$ cat src/design/adsc_pkg.sv
// package: register map, field positions, reset values and timing of the converter sequencer
package adsc_pkg;
    // register byte offsets on the apb bus
    localparam logic [7:0] CTRL2_OFS = 8'h08;
    localparam logic [7:0] CTRL3_OFS = 8'h0c;
    localparam logic [7:0] CTRL4_OFS = 8'h10;
    localparam logic [7:0] CTRL5_OFS = 8'h14;
    localparam logic [7:0] STAT_OFS = 8'h18;
    localparam logic [7:0] MASK_OFS = 8'h1c;
    localparam logic [7:0] TEST_OFS = 8'h20;
    localparam logic [7:0] RES_OFS = 8'h24;
    // control 2 fields
    localparam int JUSTIFY_POS = 7;
    localparam int SIGNED_POS = 6;
    // control 3 fields
    localparam int FIFO_POS = 1;
    localparam int SINGLE_POS = 0;
    // control 4: settle time in cycles before each conversion, in the low byte
    localparam int CT_W = 8;
    // control 5 fields
    localparam int SCAN_POS = 5;
    localparam int MULT_POS = 4;
    localparam int REFSEL_POS = 7;
    localparam int LEN8_POS = 6;
    localparam int CHB2_POS = 2;
    localparam int CHB1_POS = 1;
    localparam int CHB0_POS = 0;
    // status bits: done flag and conversion-complete flag
    localparam int DONE_POS = 0;
    localparam int CCF_POS = 1;
    // test register reset bit
    localparam int TRST_POS = 0;
    // reset values giving legacy behaviour
    localparam logic [7:0] CTRL2_RST = 8'h00;
    localparam logic [7:0] CTRL3_RST = 8'h00;
    localparam logic [7:0] CTRL4_RST = 8'h07;
    localparam logic [7:0] CTRL5_RST = 8'h00;
    localparam logic [1:0] MASK_RST = 2'h0;
    // sar width and number of sar steps
    localparam int SAR_W = 10;
    localparam logic [3:0] SAR_STEPS = 4'ha;
    // legacy sequence length of four, eight when the length bit is set
    localparam logic [3:0] LEN_ONE = 4'h1;
    localparam logic [3:0] LEN_FOUR = 4'h4;
    localparam logic [3:0] LEN_EIGHT = 4'h8;
    typedef enum logic [1:0] {ST_IDLE, ST_CONV, ST_STORE} adsc_state_t;
endpackage : adsc_pkg

$ cat src/design/adsc_sar.sv
// one successive approximation conversion against an external comparator
`timescale 1ns/1ps
module adsc_sar
    import adsc_pkg::*;
(
    input wire logic core_clk,
    input wire logic sys_rst,
    input wire logic start,
    input wire logic abort,
    input wire logic cmpHigh,
    output logic [SAR_W-1:0] sarVal,
    output logic busy,
    output logic done
);
    logic [SAR_W-1:0] sar_ff;
    logic [SAR_W-1:0] bit_ff;
    logic busy_ff;
    logic done_ff;

    // bit trial: keep the trial bit when the comparator says input is above the dac
    always_ff @(posedge core_clk)
    begin
        if (sys_rst || abort)
        begin
            sar_ff <= '0;
            bit_ff <= '0;
            busy_ff <= 1'b0;
            done_ff <= 1'b0;
        end
        else if (start)
        begin
            sar_ff <= {1'b1, {(SAR_W-1){1'b0}}};
            bit_ff <= {1'b1, {(SAR_W-1){1'b0}}};
            busy_ff <= 1'b1;
            done_ff <= 1'b0;
        end
        else if (busy_ff)
        begin
            sar_ff <= (cmpHigh ? sar_ff : (sar_ff & ~bit_ff)) | (bit_ff >> 1);
            bit_ff <= bit_ff >> 1;
            busy_ff <= (bit_ff != {{(SAR_W-1){1'b0}}, 1'b1});
            done_ff <= (bit_ff == {{(SAR_W-1){1'b0}}, 1'b1});
        end
        else
        begin
            done_ff <= 1'b0;
        end
    end

    assign sarVal = sar_ff;
    assign busy = busy_ff;
    assign done = done_ff;
endmodule : adsc_sar

$ cat src/design/adsc_fmt.sv
// result formatting: justification and signed offset
`timescale 1ns/1ps
module adsc_fmt
    import adsc_pkg::*;
(
    input wire logic [SAR_W-1:0] raw,
    input wire logic justifyRight,
    input wire logic signedOut,
    output logic [15:0] result
);
    logic [SAR_W-1:0] val;

    // signed mode flips the msb so mid-scale reads as zero
    always_comb
    begin
        val = raw ^ {signedOut, {(SAR_W-1){1'b0}}};
        if (justifyRight)
            result = {{(16-SAR_W){signedOut & val[SAR_W-1]}}, val};
        else
            result = {val, {(16-SAR_W){1'b0}}};
    end
endmodule : adsc_fmt

$ cat src/design/adsc_seq_ctrl.sv
// converter sequence control with apb register file and interrupt
// Overview of operation
// - the three channel bits choose the first channel of a multi-channel sequence
// - top channel bit stays in effect unless eight-conversion length is set
// - reference select bit converts internal references instead of external inputs
// - control two holds justify and signed bits, reset gives legacy unsigned format
// - control three holds fifo placement and single bits, reset gives legacy
// - single-conversion bit modifies sequence length; default keeps legacy length
// - any write to control four aborts and restarts the sequence
// - writes to control two or three do not abort a running sequence
// - write to control five aborts, clears completion flags, starts new sequence
// - in scan mode the done flag sets after every sequence
// - reading the test register returns the live sar contents
// - the test reset bit is writable and resets the converter logic
//
// Design decisions made here: the register addresses and register access over APB.
`timescale 1ns/1ps
module adsc_seq_ctrl
    import adsc_pkg::*;
(
    input wire logic core_clk,
    input wire logic sys_rst,
    input wire logic psel,
    input wire logic penable,
    input wire logic pwrite,
    input wire logic [7:0] paddr,
    input wire logic [31:0] pwdata,
    output logic [31:0] prdata,
    output logic pready,
    output logic pslverr,
    input wire logic cmpHigh,
    output logic [3:0] muxSel,
    output logic refSel,
    output logic irq
);
    logic [7:0] ctrl2_ff;
    logic [7:0] ctrl3_ff;
    logic [7:0] ctrl4_ff;
    logic [7:0] ctrl5_ff;
    logic [1:0] stat_ff;
    logic [1:0] mask_ff;
    logic [2:0] chan_ff;
    logic [3:0] cnt_ff;
    logic [2:0] slot_ff;
    logic [2:0] lastSlot_ff;
    logic [CT_W-1:0] wait_ff;
    logic [15:0] res_ff [8];
    logic [31:0] prdata_ff;
    logic cmpSync1_ff;
    logic cmpSync2_ff;
    adsc_state_t state_ff;
    logic wrEn;
    logic rdEn;
    logic restart;
    logic convRst;
    logic sarStart;
    logic sarBusy;
    logic sarDone;
    logic [SAR_W-1:0] sarVal;
    logic [15:0] fmtRes;
    logic [3:0] seqLen;
    logic lastConv;
    logic [2:0] nextChan;

    // address decode helper shared by read and write paths
    function automatic logic hit(input logic [7:0] a, input logic [7:0] ofs);
        hit = (a == ofs);
    endfunction : hit

    assign wrEn = psel && penable && pwrite;
    assign rdEn = psel && penable && !pwrite;
    // zero wait state slave; unmapped addresses flag an error
    assign pready = 1'b1;
    assign pslverr = psel && penable && !(hit(paddr, CTRL2_OFS) || hit(paddr, CTRL3_OFS)
        || hit(paddr, CTRL4_OFS) || hit(paddr, CTRL5_OFS) || hit(paddr, STAT_OFS)
        || hit(paddr, MASK_OFS) || hit(paddr, TEST_OFS) || hit(paddr, RES_OFS));

    // restart on control four or five writes; control two and three never abort
    assign restart = wrEn && (hit(paddr, CTRL4_OFS) || hit(paddr, CTRL5_OFS));
    assign convRst = wrEn && hit(paddr, TEST_OFS) && pwdata[TRST_POS];

    // comparator comes from the analog side, so synchronise it
    always_ff @(posedge core_clk)
    begin
        if (sys_rst)
        begin
            cmpSync1_ff <= 1'b0;
            cmpSync2_ff <= 1'b0;
        end
        else
        begin
            cmpSync1_ff <= cmpHigh;
            cmpSync2_ff <= cmpSync1_ff;
        end
    end

    // configuration registers; reset values give legacy behaviour
    always_ff @(posedge core_clk)
    begin
        if (sys_rst)
        begin
            ctrl2_ff <= CTRL2_RST;
            ctrl3_ff <= CTRL3_RST;
            ctrl4_ff <= CTRL4_RST;
            ctrl5_ff <= CTRL5_RST;
            mask_ff <= MASK_RST;
        end
        else if (wrEn)
        begin
            if (hit(paddr, CTRL2_OFS))
                ctrl2_ff <= pwdata[7:0];
            if (hit(paddr, CTRL3_OFS))
                ctrl3_ff <= pwdata[7:0];
            if (hit(paddr, CTRL4_OFS))
                ctrl4_ff <= pwdata[7:0];
            if (hit(paddr, CTRL5_OFS))
                ctrl5_ff <= pwdata[7:0];
            if (hit(paddr, MASK_OFS))
                mask_ff <= pwdata[1:0];
        end
    end

    // single bit overrides to one conversion, else legacy four or eight
    assign seqLen = ctrl3_ff[SINGLE_POS] ? LEN_ONE
        : (ctrl5_ff[LEN8_POS] ? LEN_EIGHT : LEN_FOUR);
    // at or past the length, so a mid-sequence switch to single cannot run the count away
    assign lastConv = (cnt_ff + 4'h1 >= seqLen);
    // wrap inside group: whole eight in long mode, four-group otherwise
    always_comb
    begin
        if (ctrl5_ff[LEN8_POS])
            nextChan = chan_ff + 3'h1;
        else
            nextChan = {chan_ff[2], chan_ff[1:0] + 2'h1};
    end

    // sequencer: settle time from control four, then one sar conversion
    always_ff @(posedge core_clk)
    begin
        if (sys_rst || convRst)
        begin
            state_ff <= ST_IDLE;
            chan_ff <= '0;
            cnt_ff <= '0;
            slot_ff <= '0;
            wait_ff <= '0;
        end
        else if (restart)
        begin
            state_ff <= ST_CONV;
            // first channel taken unmasked from the channel bits
            chan_ff <= (hit(paddr, CTRL5_OFS) ? pwdata[2:0] : ctrl5_ff[2:0]);
            cnt_ff <= '0;
            slot_ff <= '0;
            wait_ff <= (hit(paddr, CTRL4_OFS) ? pwdata[CT_W-1:0] : ctrl4_ff);
        end
        else
        begin
            unique case (state_ff)
                ST_IDLE:
                    state_ff <= ST_IDLE;
                ST_CONV:
                    if (wait_ff != '0)
                        wait_ff <= wait_ff - 8'h01;
                    else if (sarDone)
                        state_ff <= ST_STORE;
                ST_STORE:
                begin
                    // fifo mode keeps rolling slot, legacy resets each sequence
                    slot_ff <= slot_ff + 3'h1;
                    wait_ff <= ctrl4_ff;
                    if (ctrl5_ff[MULT_POS])
                        chan_ff <= nextChan;
                    if (lastConv)
                    begin
                        cnt_ff <= '0;
                        if (!ctrl3_ff[FIFO_POS])
                            slot_ff <= '0;
                        state_ff <= ctrl5_ff[SCAN_POS] ? ST_CONV : ST_IDLE;
                        if (ctrl5_ff[SCAN_POS] && ctrl5_ff[MULT_POS])
                            chan_ff <= ctrl5_ff[2:0];
                    end
                    else
                    begin
                        cnt_ff <= cnt_ff + 4'h1;
                        state_ff <= ST_CONV;
                    end
                end
            endcase
        end
    end

    assign sarStart = (state_ff == ST_CONV) && (wait_ff == '0) && !sarBusy && !sarDone;

    adsc_sar u_sar (
        .core_clk(core_clk),
        .sys_rst(sys_rst),
        .start(sarStart),
        .abort(restart || convRst),
        .cmpHigh(cmpSync2_ff),
        .sarVal(sarVal),
        .busy(sarBusy),
        .done(sarDone)
    );

    // control two is read live, so mid-sequence changes take effect
    adsc_fmt u_fmt (
        .raw(sarVal),
        .justifyRight(ctrl2_ff[JUSTIFY_POS]),
        .signedOut(ctrl2_ff[SIGNED_POS]),
        .result(fmtRes)
    );

    // result store; the written slot is kept so a read returns the newest result
    always_ff @(posedge core_clk)
    begin
        if (sys_rst)
        begin
            for (int i = 0; i < 8; i++)
                res_ff[i] <= '0;
            lastSlot_ff <= '0;
        end
        else if (state_ff == ST_STORE)
        begin
            res_ff[slot_ff] <= fmtRes;
            lastSlot_ff <= slot_ff;
        end
    end

    // sticky status; set wins over read-clear, but a control five restart clears all
    always_ff @(posedge core_clk)
    begin
        if (sys_rst || convRst)
        begin
            stat_ff <= '0;
        end
        else
        begin
            if (wrEn && hit(paddr, CTRL5_OFS))
                stat_ff <= '0;
            else if (rdEn && hit(paddr, STAT_OFS))
                stat_ff <= '0;
            if (state_ff == ST_STORE && !(wrEn && hit(paddr, CTRL5_OFS)))
                stat_ff[CCF_POS] <= 1'b1;
            if (state_ff == ST_STORE && lastConv && !(wrEn && hit(paddr, CTRL5_OFS)))
                stat_ff[DONE_POS] <= 1'b1;
        end
    end

    assign irq = |(stat_ff & mask_ff);

    // read data registered in the setup phase, ready for the access phase
    always_ff @(posedge core_clk)
    begin
        if (sys_rst)
            prdata_ff <= '0;
        else if (psel && !penable && !pwrite)
        begin
            prdata_ff <= '0;
            if (hit(paddr, CTRL2_OFS))
                prdata_ff <= {24'h000000, ctrl2_ff};
            if (hit(paddr, CTRL3_OFS))
                prdata_ff <= {24'h000000, ctrl3_ff};
            if (hit(paddr, CTRL4_OFS))
                prdata_ff <= {24'h000000, ctrl4_ff};
            if (hit(paddr, CTRL5_OFS))
                prdata_ff <= {24'h000000, ctrl5_ff};
            if (hit(paddr, STAT_OFS))
                prdata_ff <= {30'h00000000, stat_ff};
            if (hit(paddr, MASK_OFS))
                prdata_ff <= {30'h00000000, mask_ff};
            if (hit(paddr, TEST_OFS))
                prdata_ff <= {{(32-SAR_W){1'b0}}, sarVal};
            if (hit(paddr, RES_OFS))
                prdata_ff <= {16'h0000, res_ff[lastSlot_ff]};
        end
    end
    assign prdata = prdata_ff;

    // analog mux: reference select picks internal sources
    assign refSel = ctrl5_ff[REFSEL_POS];
    assign muxSel = {ctrl5_ff[REFSEL_POS], chan_ff};

    // checks
    property p_done_seq;
        @(posedge core_clk) disable iff (sys_rst)
        (state_ff == ST_STORE && lastConv && !convRst && !restart) |=> stat_ff[DONE_POS];
    endproperty
    a_done_seq: assert property (p_done_seq) else $error("done flag missing");

    property p_ctl5_clear;
        @(posedge core_clk) disable iff (sys_rst)
        (wrEn && hit(paddr, CTRL5_OFS)) |=> (state_ff == ST_CONV && stat_ff == 2'h0);
    endproperty
    a_ctl5_clear: assert property (p_ctl5_clear) else $error("control five restart failed");

    property p_ctl4_restart;
        @(posedge core_clk) disable iff (sys_rst)
        (wrEn && hit(paddr, CTRL4_OFS) && !convRst) |=> (state_ff == ST_CONV && cnt_ff == 4'h0);
    endproperty
    a_ctl4_restart: assert property (p_ctl4_restart) else $error("control four restart failed");

    property p_cfg_noabort;
        @(posedge core_clk) disable iff (sys_rst)
        (wrEn && (hit(paddr, CTRL2_OFS) || hit(paddr, CTRL3_OFS)) && state_ff == ST_CONV)
        |=> state_ff != ST_IDLE;
    endproperty
    a_cfg_noabort: assert property (p_cfg_noabort) else $error("config write aborted");

    property p_first_chan;
        @(posedge core_clk) disable iff (sys_rst)
        (wrEn && hit(paddr, CTRL5_OFS) && !convRst) |=> chan_ff == $past(pwdata[2:0]);
    endproperty
    a_first_chan: assert property (p_first_chan) else $error("first channel masked");

    property p_ref_sel;
        @(posedge core_clk) disable iff (sys_rst)
        (wrEn && hit(paddr, CTRL5_OFS) && !convRst)
        |=> (refSel == $past(pwdata[REFSEL_POS]) && muxSel[3] == refSel);
    endproperty
    a_ref_sel: assert property (p_ref_sel) else $error("reference select wrong");

    property p_single_len;
        @(posedge core_clk) disable iff (sys_rst)
        (state_ff == ST_STORE && ctrl3_ff[SINGLE_POS]) |-> lastConv;
    endproperty
    a_single_len: assert property (p_single_len) else $error("single length wrong");

    property p_test_rst;
        @(posedge core_clk) disable iff (sys_rst)
        convRst |=> (state_ff == ST_IDLE && stat_ff == 2'h0);
    endproperty
    a_test_rst: assert property (p_test_rst) else $error("test reset ignored");

    property p_irq;
        @(posedge core_clk) disable iff (sys_rst)
        (state_ff == ST_STORE && lastConv && mask_ff[DONE_POS] && !restart && !convRst
        && !(wrEn && hit(paddr, MASK_OFS))) |=> irq;
    endproperty
    a_irq: assert property (p_irq) else $error("interrupt mismatch");
endmodule : adsc_seq_ctrl

$ cat config.mk
export PLATFORM = sky130hd
export DESIGN_NAME = adsc_seq_ctrl
export DESIGN_NICKNAME = d
export VERILOG_FILES = /design/src/design/adsc_pkg.sv /design/src/design/adsc_sar.sv /design/src/design/adsc_fmt.sv /design/src/design/adsc_seq_ctrl.sv
export SDC_FILE = /design/constraint.sdc
export NUM_CORES = 1
export LEC_CHECK = 0
export BUFFER_PORTS_ARGS = -buffer_cell sky130_fd_sc_hd__buf_2
export CORE_ASPECT_RATIO = 0.7
export CORE_MARGIN = 2
export CORE_UTILIZATION = 35
export CTS_BUF_LIST = sky130_fd_sc_hd__clkbuf_2
export DETAILED_ROUTE_END_ITERATION = 8
export GPL_TIMING_DRIVEN = 0
export SLEW_MARGIN = 20
export SYNTH_ARGS = -nofsm -noshare
export SYNTH_HDL_FRONTEND = slang
export SYNTH_SLANG_ARGS = --single-unit
$ cat constraint.sdc
create_clock -name core_clk -period 4.9 [get_ports core_clk]
set_input_delay 0.49 -clock core_clk [delete_from_list [all_inputs] [get_ports core_clk]]
set_output_delay 0.49 -clock core_clk [all_outputs]
set_load 0.01 [all_outputs]
=== Yosys cells after proc, flatten, opt, wreduce, memory -nomap -nowiden ===
Memories as Yosys holds them, arrays and structs flattened. A register that Yosys moved wholly into a read port is not among the register bits.
Cells that the tools add are included.

* Reductions and logical operators: 55
* Bitwise logic cells: 7
* Eq/ne operators: 17
* Magnitude comparators: 1
* Muxes and demuxes: 52
* $add $sub $neg: 5

{| class="wikitable"
|+ Operators by type and width
! cell !! number
|-
| $mux 32 || 7
|-
| $mux 10 || 5
|-
| $mux 3 || 12
|-
| $eq 8x5->1 const B || 4
|-
| $mux 16 || 2
|-
| $mux 8 || 4
|-
| $logic_and 1x1->1 || 18
|-
| $eq 8x4->1 const B || 2
|-
| $eq 8x6->1 const B || 2
|-
| $pmux 8 s2 || 1
|-
| $reduce_or 16->1 || 1
|-
| $reduce_and 2->1 || 7
|-
| $mux 1 || 13
|-
| $mux 4 || 3
|-
| $logic_or 1x1->1 || 11
|-
| $and 10x10->10 || 1
|-
| $eq 10x1->1 const B || 1
|-
| $ne 10x1->1 const B || 1
|-
| $not 10->10 || 1
|-
| $or 10x9->10 || 1
|-
| $xor 10x10->10 || 1
|-
| $reduce_bool 3->1 || 3
|-
| $logic_not 8->1 || 1
|-
| $mux 2 || 4
|-
| 21 further kinds || 31
|}

* Memories kept: 1
* Flip-flop bits (word level): 115
* Word-level logic and storage cells: 161
* Output and inout bits: 40
* RAM bits: 128

{| class="wikitable"
|+ Memories
! name !! words !! width !! rd ports !! clocked after memory_dff !! write ports !! line !! RTL
|-
| res_ff || 8 || 16 || 1 || 1 || 8 || adsc_seq_ctrl.sv:47 || <nowiki>logic [15:0] res_ff [8];</nowiki>
|}

=== Longest topological paths before layout ===
* Word-level depth: 10
* Mapped depth: 9
* Depth with buffers taken out: 8

=== Modules after synthesis ===
A second synthesis with hierarchy kept.

* Cell total of the unflattened synthesis: 992
* Area total of the unflattened synthesis: 11,088.1 µm²

{| class="wikitable"
|+ Modules (own cells, without submodules)
! module !! cells an instance !! seq. area each (µm²) !! area each (µm²) !! times used
|-
| adsc_seq_ctrl || 869 || 5,445.2 || 10,105.9 || 1
|-
| adsc_sar || 96 || 440.4 || 794.5 || 1
|-
| adsc_fmt || 27 || 0.0 || 187.7 || 1
|}

=== Least setup slack after synthesis ===
OpenSTA, ideal clock, no wires.

* Path kind: input to register
* From: input port paddr[5]
* To: register prdata_ff[7], in the netlist prdata[7]
* Arrival time: 1.938 ns
* Library setup time: 0.146 ns
* Stages: 6
* Required time: 4.754 ns
* Setup slack: 2.815 ns
* Cell sequence: buf_6 > or4b_4 > buf_6 > or4_1 > a22oi_1 > a211oi_1

* Longest elaborated chain between the ends: 9

{| class="wikitable"
|+ RTL lines
! item !! line !! RTL
|-
| from (decl) || adsc_seq_ctrl.sv:26 || <nowiki>input wire logic [7:0] paddr,</nowiki>
|-
| $eq 8x4->1 || adsc_seq_ctrl.sv:67 || <nowiki>hit = (a == ofs);</nowiki>
|-
| $mux 8 || adsc_seq_ctrl.sv:260 || <nowiki>if (hit(paddr, CTRL2_OFS))</nowiki>
|-
| $mux 32 || adsc_seq_ctrl.sv:262 || <nowiki>if (hit(paddr, CTRL3_OFS))</nowiki>
|-
| $mux 32 || adsc_seq_ctrl.sv:264 || <nowiki>if (hit(paddr, CTRL4_OFS))</nowiki>
|-
| $mux 32 || adsc_seq_ctrl.sv:266 || <nowiki>if (hit(paddr, CTRL5_OFS))</nowiki>
|-
| $mux 32 || adsc_seq_ctrl.sv:268 || <nowiki>if (hit(paddr, STAT_OFS))</nowiki>
|-
| $mux 32 || adsc_seq_ctrl.sv:270 || <nowiki>if (hit(paddr, MASK_OFS))</nowiki>
|-
| $mux 32 || adsc_seq_ctrl.sv:272 || <nowiki>if (hit(paddr, TEST_OFS))</nowiki>
|-
| $mux 32 (*) || adsc_seq_ctrl.sv:274 || <nowiki>if (hit(paddr, RES_OFS))</nowiki>
|-
| to (signal assigned) || adsc_seq_ctrl.sv:269 || <nowiki>prdata_ff <= {30'h00000000, stat_ff};</nowiki>
|-
| to (signal assigned) || adsc_seq_ctrl.sv:271 || <nowiki>prdata_ff <= {30'h00000000, mask_ff};</nowiki>
|-
| to (signal assigned) || adsc_seq_ctrl.sv:273 || <nowiki>prdata_ff <= {{(32-SAR_W){1'b0}}, sarVal};</nowiki>
|-
| to (decl) || adsc_seq_ctrl.sv:48 || <nowiki>logic [31:0] prdata_ff;</nowiki>
|}

Mark *: on every way between the ends. The rest lies on a longest branch, timed or not.
A chain may end at the register's enable or synchronous reset.

==> metrics.md <==
| Metric | Value |
|---|---|
| Worst path arrival time | about 3.7 ns |
| Slowest stage cell, crit path | nand2b_1 |
| Initial core utilization | between 30% and 40% |
| Most frequent cells in the layout | nor2_1 (209), edfxtp_1 (128), dfxtp_1 (102) |
| DR vias | around 8.4k |
| Register-to-register setup slack | approximately 1.7 ns |
| WHS | around 0.10 ns |
| Sum Neg Setup Slack | 0 ns |
| Worst r2r path cells | 6 |
| Post-layout minimum cycle time | 3.24 ns |
| Crit path launch type | flip-flop |
| CP Max Fanout | 16 |
| Area share of the largest cell type after synthesis | a little over a third |
| CP Class | reg2reg |
| # port buffers | 39 |
| Tcrit/Tclk final | approximately two thirds |
| Final nets | roughly 1.2k |
| Vias in the first global route | around 7.8k |
| Placer Congestion | approximately 0.9 |
| DRC errors left | 0 |
| Slew Limit Fails | 0 |
| Finished Cell Area | between 0.01 and 0.015 mm² |
| Die area | 0.0322 mm² |
| Routed length per instance | 20.1 µm |
| Detailed placement HPWL | around 22000 µm |
| Post-Synth XOR/XNOR Area | less than 1% |
| Vias per cell | 5.36 |
| Core Region | between 0.03 and 0.04 mm² |
| Post-synth EDFFs | approximately 130 |
| WP buf/inv | 3 |
| Adder-Cell Fraction of Synth Area | 1.28% |
| Max Clock Freq | 308 MHz |
| DR iter-0 viols | about 960 |
| Final worst slack | 1.66 ns |
| Status | completed |
| Placement Setup Slack | about 1.8 ns |
| Synth unique cells | between 70 and 80 |
| Simple-gate share of the synthesized area | 17.7% |
| Synth Register Bits | 230 |
| Worst vdd ir | roughly 0.00013 V |
| Slowest stage delay, CP | about 0.94 ns |
| Cells after synthesis | ~990 |
| Htree depth | 2 |
| Avg Cell Area, Syn | 10.9 µm² |
| Post-route ant nets | 0 |
| Post-synthesis mux area share | 12.0% |
| Max_cap viols | 0 |
| Largest family of logic cells by synthesized area | simple AND/OR/NAND/NOR gates |
| Largest net degree at the start of global routing | 17 |
| Skew-Pair Late Insertion Delay | 0.85 ns |
| Clock transition at path regs | between 0.1 and 0.15 ns |
| CP Data Required Time | between 5 and 6 ns |
| Min-Delay Path Class | in2reg |
| CP Depth | 6 |
| Total iterations of the first detailed-routing run | 5 |
| Crit end category | flip-flop |
| Compound-Gate Fraction of Synth Area | 9.56% |
| DIE HEIGHT | about 150 µm |
| Final Hold Fails | 0 |
| Rows | 53 |
| Critical-path cell list | inv_1 -> ha_1 -> buf_2 -> clkbuf_1 -> nand3_1 -> nand2b_1 |
| Total GRT Usage | approximately a fifth |
| Pwr per Cell Area | approximately 290 mW/mm² |
| Clk sinks | 230 |
| Seq/Total Area, Yosys | between 50 and 60% |
| Final setup viols | 0 |
| Count of warnings emitted by yosys | 0 |
| Asr flop ratio synth | 0% |
| Hold Path End | stat_ff[0]$_SDFFE_PP0P_ |
| RSZ-0062 raised after global routing | no |
| Main area contributors after synthesis | edfxtp_1 (36%), dfxtp_1 (19%), nor2_1 (7.3%) |
| Share of cells above drive strength 1 | between 20 and 25% |
| Reg2reg end | res_ff[4][5]$_SDFFCE_PN0P_ |
| Lkg Pwr | between 0.004 and 0.005 µW |
| Antenna violations before repair | 2 |
| Area leader, netlist | edfxtp_1 |
| Slew @ Worst Pin | 1.17 ns |
| Hold Crit Start | psel |
| Slew headroom | a little over a fifth |
| Area after DPL | approximately 0.012 mm² |
| Area Growth Syn to Fin | 12.2% |
| WL final | ~31000 µm |
| Synthesized area | 0.0108 mm² |
| CP top delay family | simple AND/OR/NAND/NOR gates |
| # IOs | between 80 and 90 |
| Clock buffer depth | 3 |
| CTS Root Cell | clkbuf_2 |
| Die W | approximately 210 µm |
| Predominant post-synthesis flop cell | edfxtp_1 |
| GRT overflow | 0 |
| Worst clock skew | 0.0483 ns |
| Commonest non-fill, non-tap cell in the layout | nor2_1 |
| CTS tree | done |
| Total power | roughly 3500 µW |
| Num CTS Buffers | 55 |
| WHS Path Cells | 4 |
| First-pass GRT wire length | about 47000 µm |
| Worst reg2reg path startpoint | state_ff[0]$_SDFFE_PP0P_ |
## synthesized netlist by cell type, types with 12 or more instances
cell	instances
nor2_1	209
edfxtp_1	128
dfxtp_1	102
nand2_1	90
a21oi_1	48
mux2i_1	44
clkbuf_1	35
mux4_2	32
buf_4	22
inv_1	19
nand3_1	19
o21ai_0	19
buf_2	16
a22oi_1	13
a31oi_1	12
mux2_2	12
nor3_1	12
## per-stage QoR
stage          util, %  instances
2_1_floorplan        -       1007
3_3_place_gp      38.3       1458
3_5_place_dp      38.3       1458
4_1_cts           40.0       1559
5_1_grt           40.1       1559
6_report          40.1       1560
## power by group
group	internal [µW]	leakage, µW	switching [µW]
Sequential	2070	0.00214	13.1
Clock	435	0.000356	779
Combinational	59.5	0.00178	119
Total	2560	0.00428	912
## registers in the layout, summed over array words and instances, names as in the netlist, 8 cells and up, named ones only
register	flops
ctrl2_ff	8
ctrl3_ff	8
ctrl4_ff	8
ctrl5_ff	8
prdata	16
res_ff	128
u_sar.bit_ff	10
u_sar.sarVal	10
wait_ff	8
## what timing repair did
item,in CTS,in global routing
hold buffers,8,0
resized for setup,0,0
setup buffers,0,0
endpoints found under the hold margin,24,0
## cell families after synthesis
family | Yosys count
adder cells (fa/ha/maj) | 11
AND/OR/NAND/NOR | 405
XOR/XNOR | 3
multiplexers | 88
buffers and inverters | 97
other | 2
AO/OA/AOI/OAI | 156
flip-flops | 230
## per-layer routing
layer  part of all wire [%]  track usage (%)  vias to the layer above  wire length (µm)
met5                  0.029                0                        -                 9
met4                    1.6             5.03                        2               488
met3                     11             5.72                       55              3540
met2                     39             25.9                      428             12300
met1                     48             30.4                     4031             15000
li1                       -                -                     3845                 -
## tightest hold or removal path, cell delays in order
cell and delay [ns]:
buf_2 0.13, nand4_1 0.12, a32oi_1 0.07, nor2_1 0.08
## worst max-delay path by stage
| stage | from | endpoint | slack (ns) |
|---|---|---|---|
| floorplan | paddr[5] | prdata[7]$_SDFFE_PP0P_ | 2.82 |
| global placement | state_ff[0]$_SDFFE_PP0P_ | res_ff[4][11]$_SDFFCE_PN0P_ | 1.76 |
| detailed placement | state_ff[0]$_SDFFE_PP0P_ | res_ff[4][11]$_SDFFCE_PN0P_ | 1.76 |
| CTS | state_ff[0]$_SDFFE_PP0P_ | res_ff[4][5]$_SDFFCE_PN0P_ | 1.74 |
| global route | state_ff[0]$_SDFFE_PP0P_ | res_ff[4][1]$_SDFFCE_PN0P_ | 1.54 |
| finish | state_ff[0]$_SDFFE_PP0P_ | res_ff[4][5]$_SDFFCE_PN0P_ | 1.66 |
## area by class of cell
| cell class | instances | area [µm²] |
|---|---|---|
| Clock inverter | 12 | 50.0 |
| Multi-Input combinational cell | 680 | 4470 |
| Buffer | 77 | 407 |
| Timing Repair Buffer | 47 | 275 |
| Antenna cell | 1 | 2.50 |
| Inverter | 20 | 75.1 |
| Clock buffer | 81 | 405 |
| Tap cell | 412 | 515 |
| Fill cell | 2906 | 18100 |
| Sequential cell | 230 | 5890 |
Note: power is estimated with default switching activity, not from simulation.
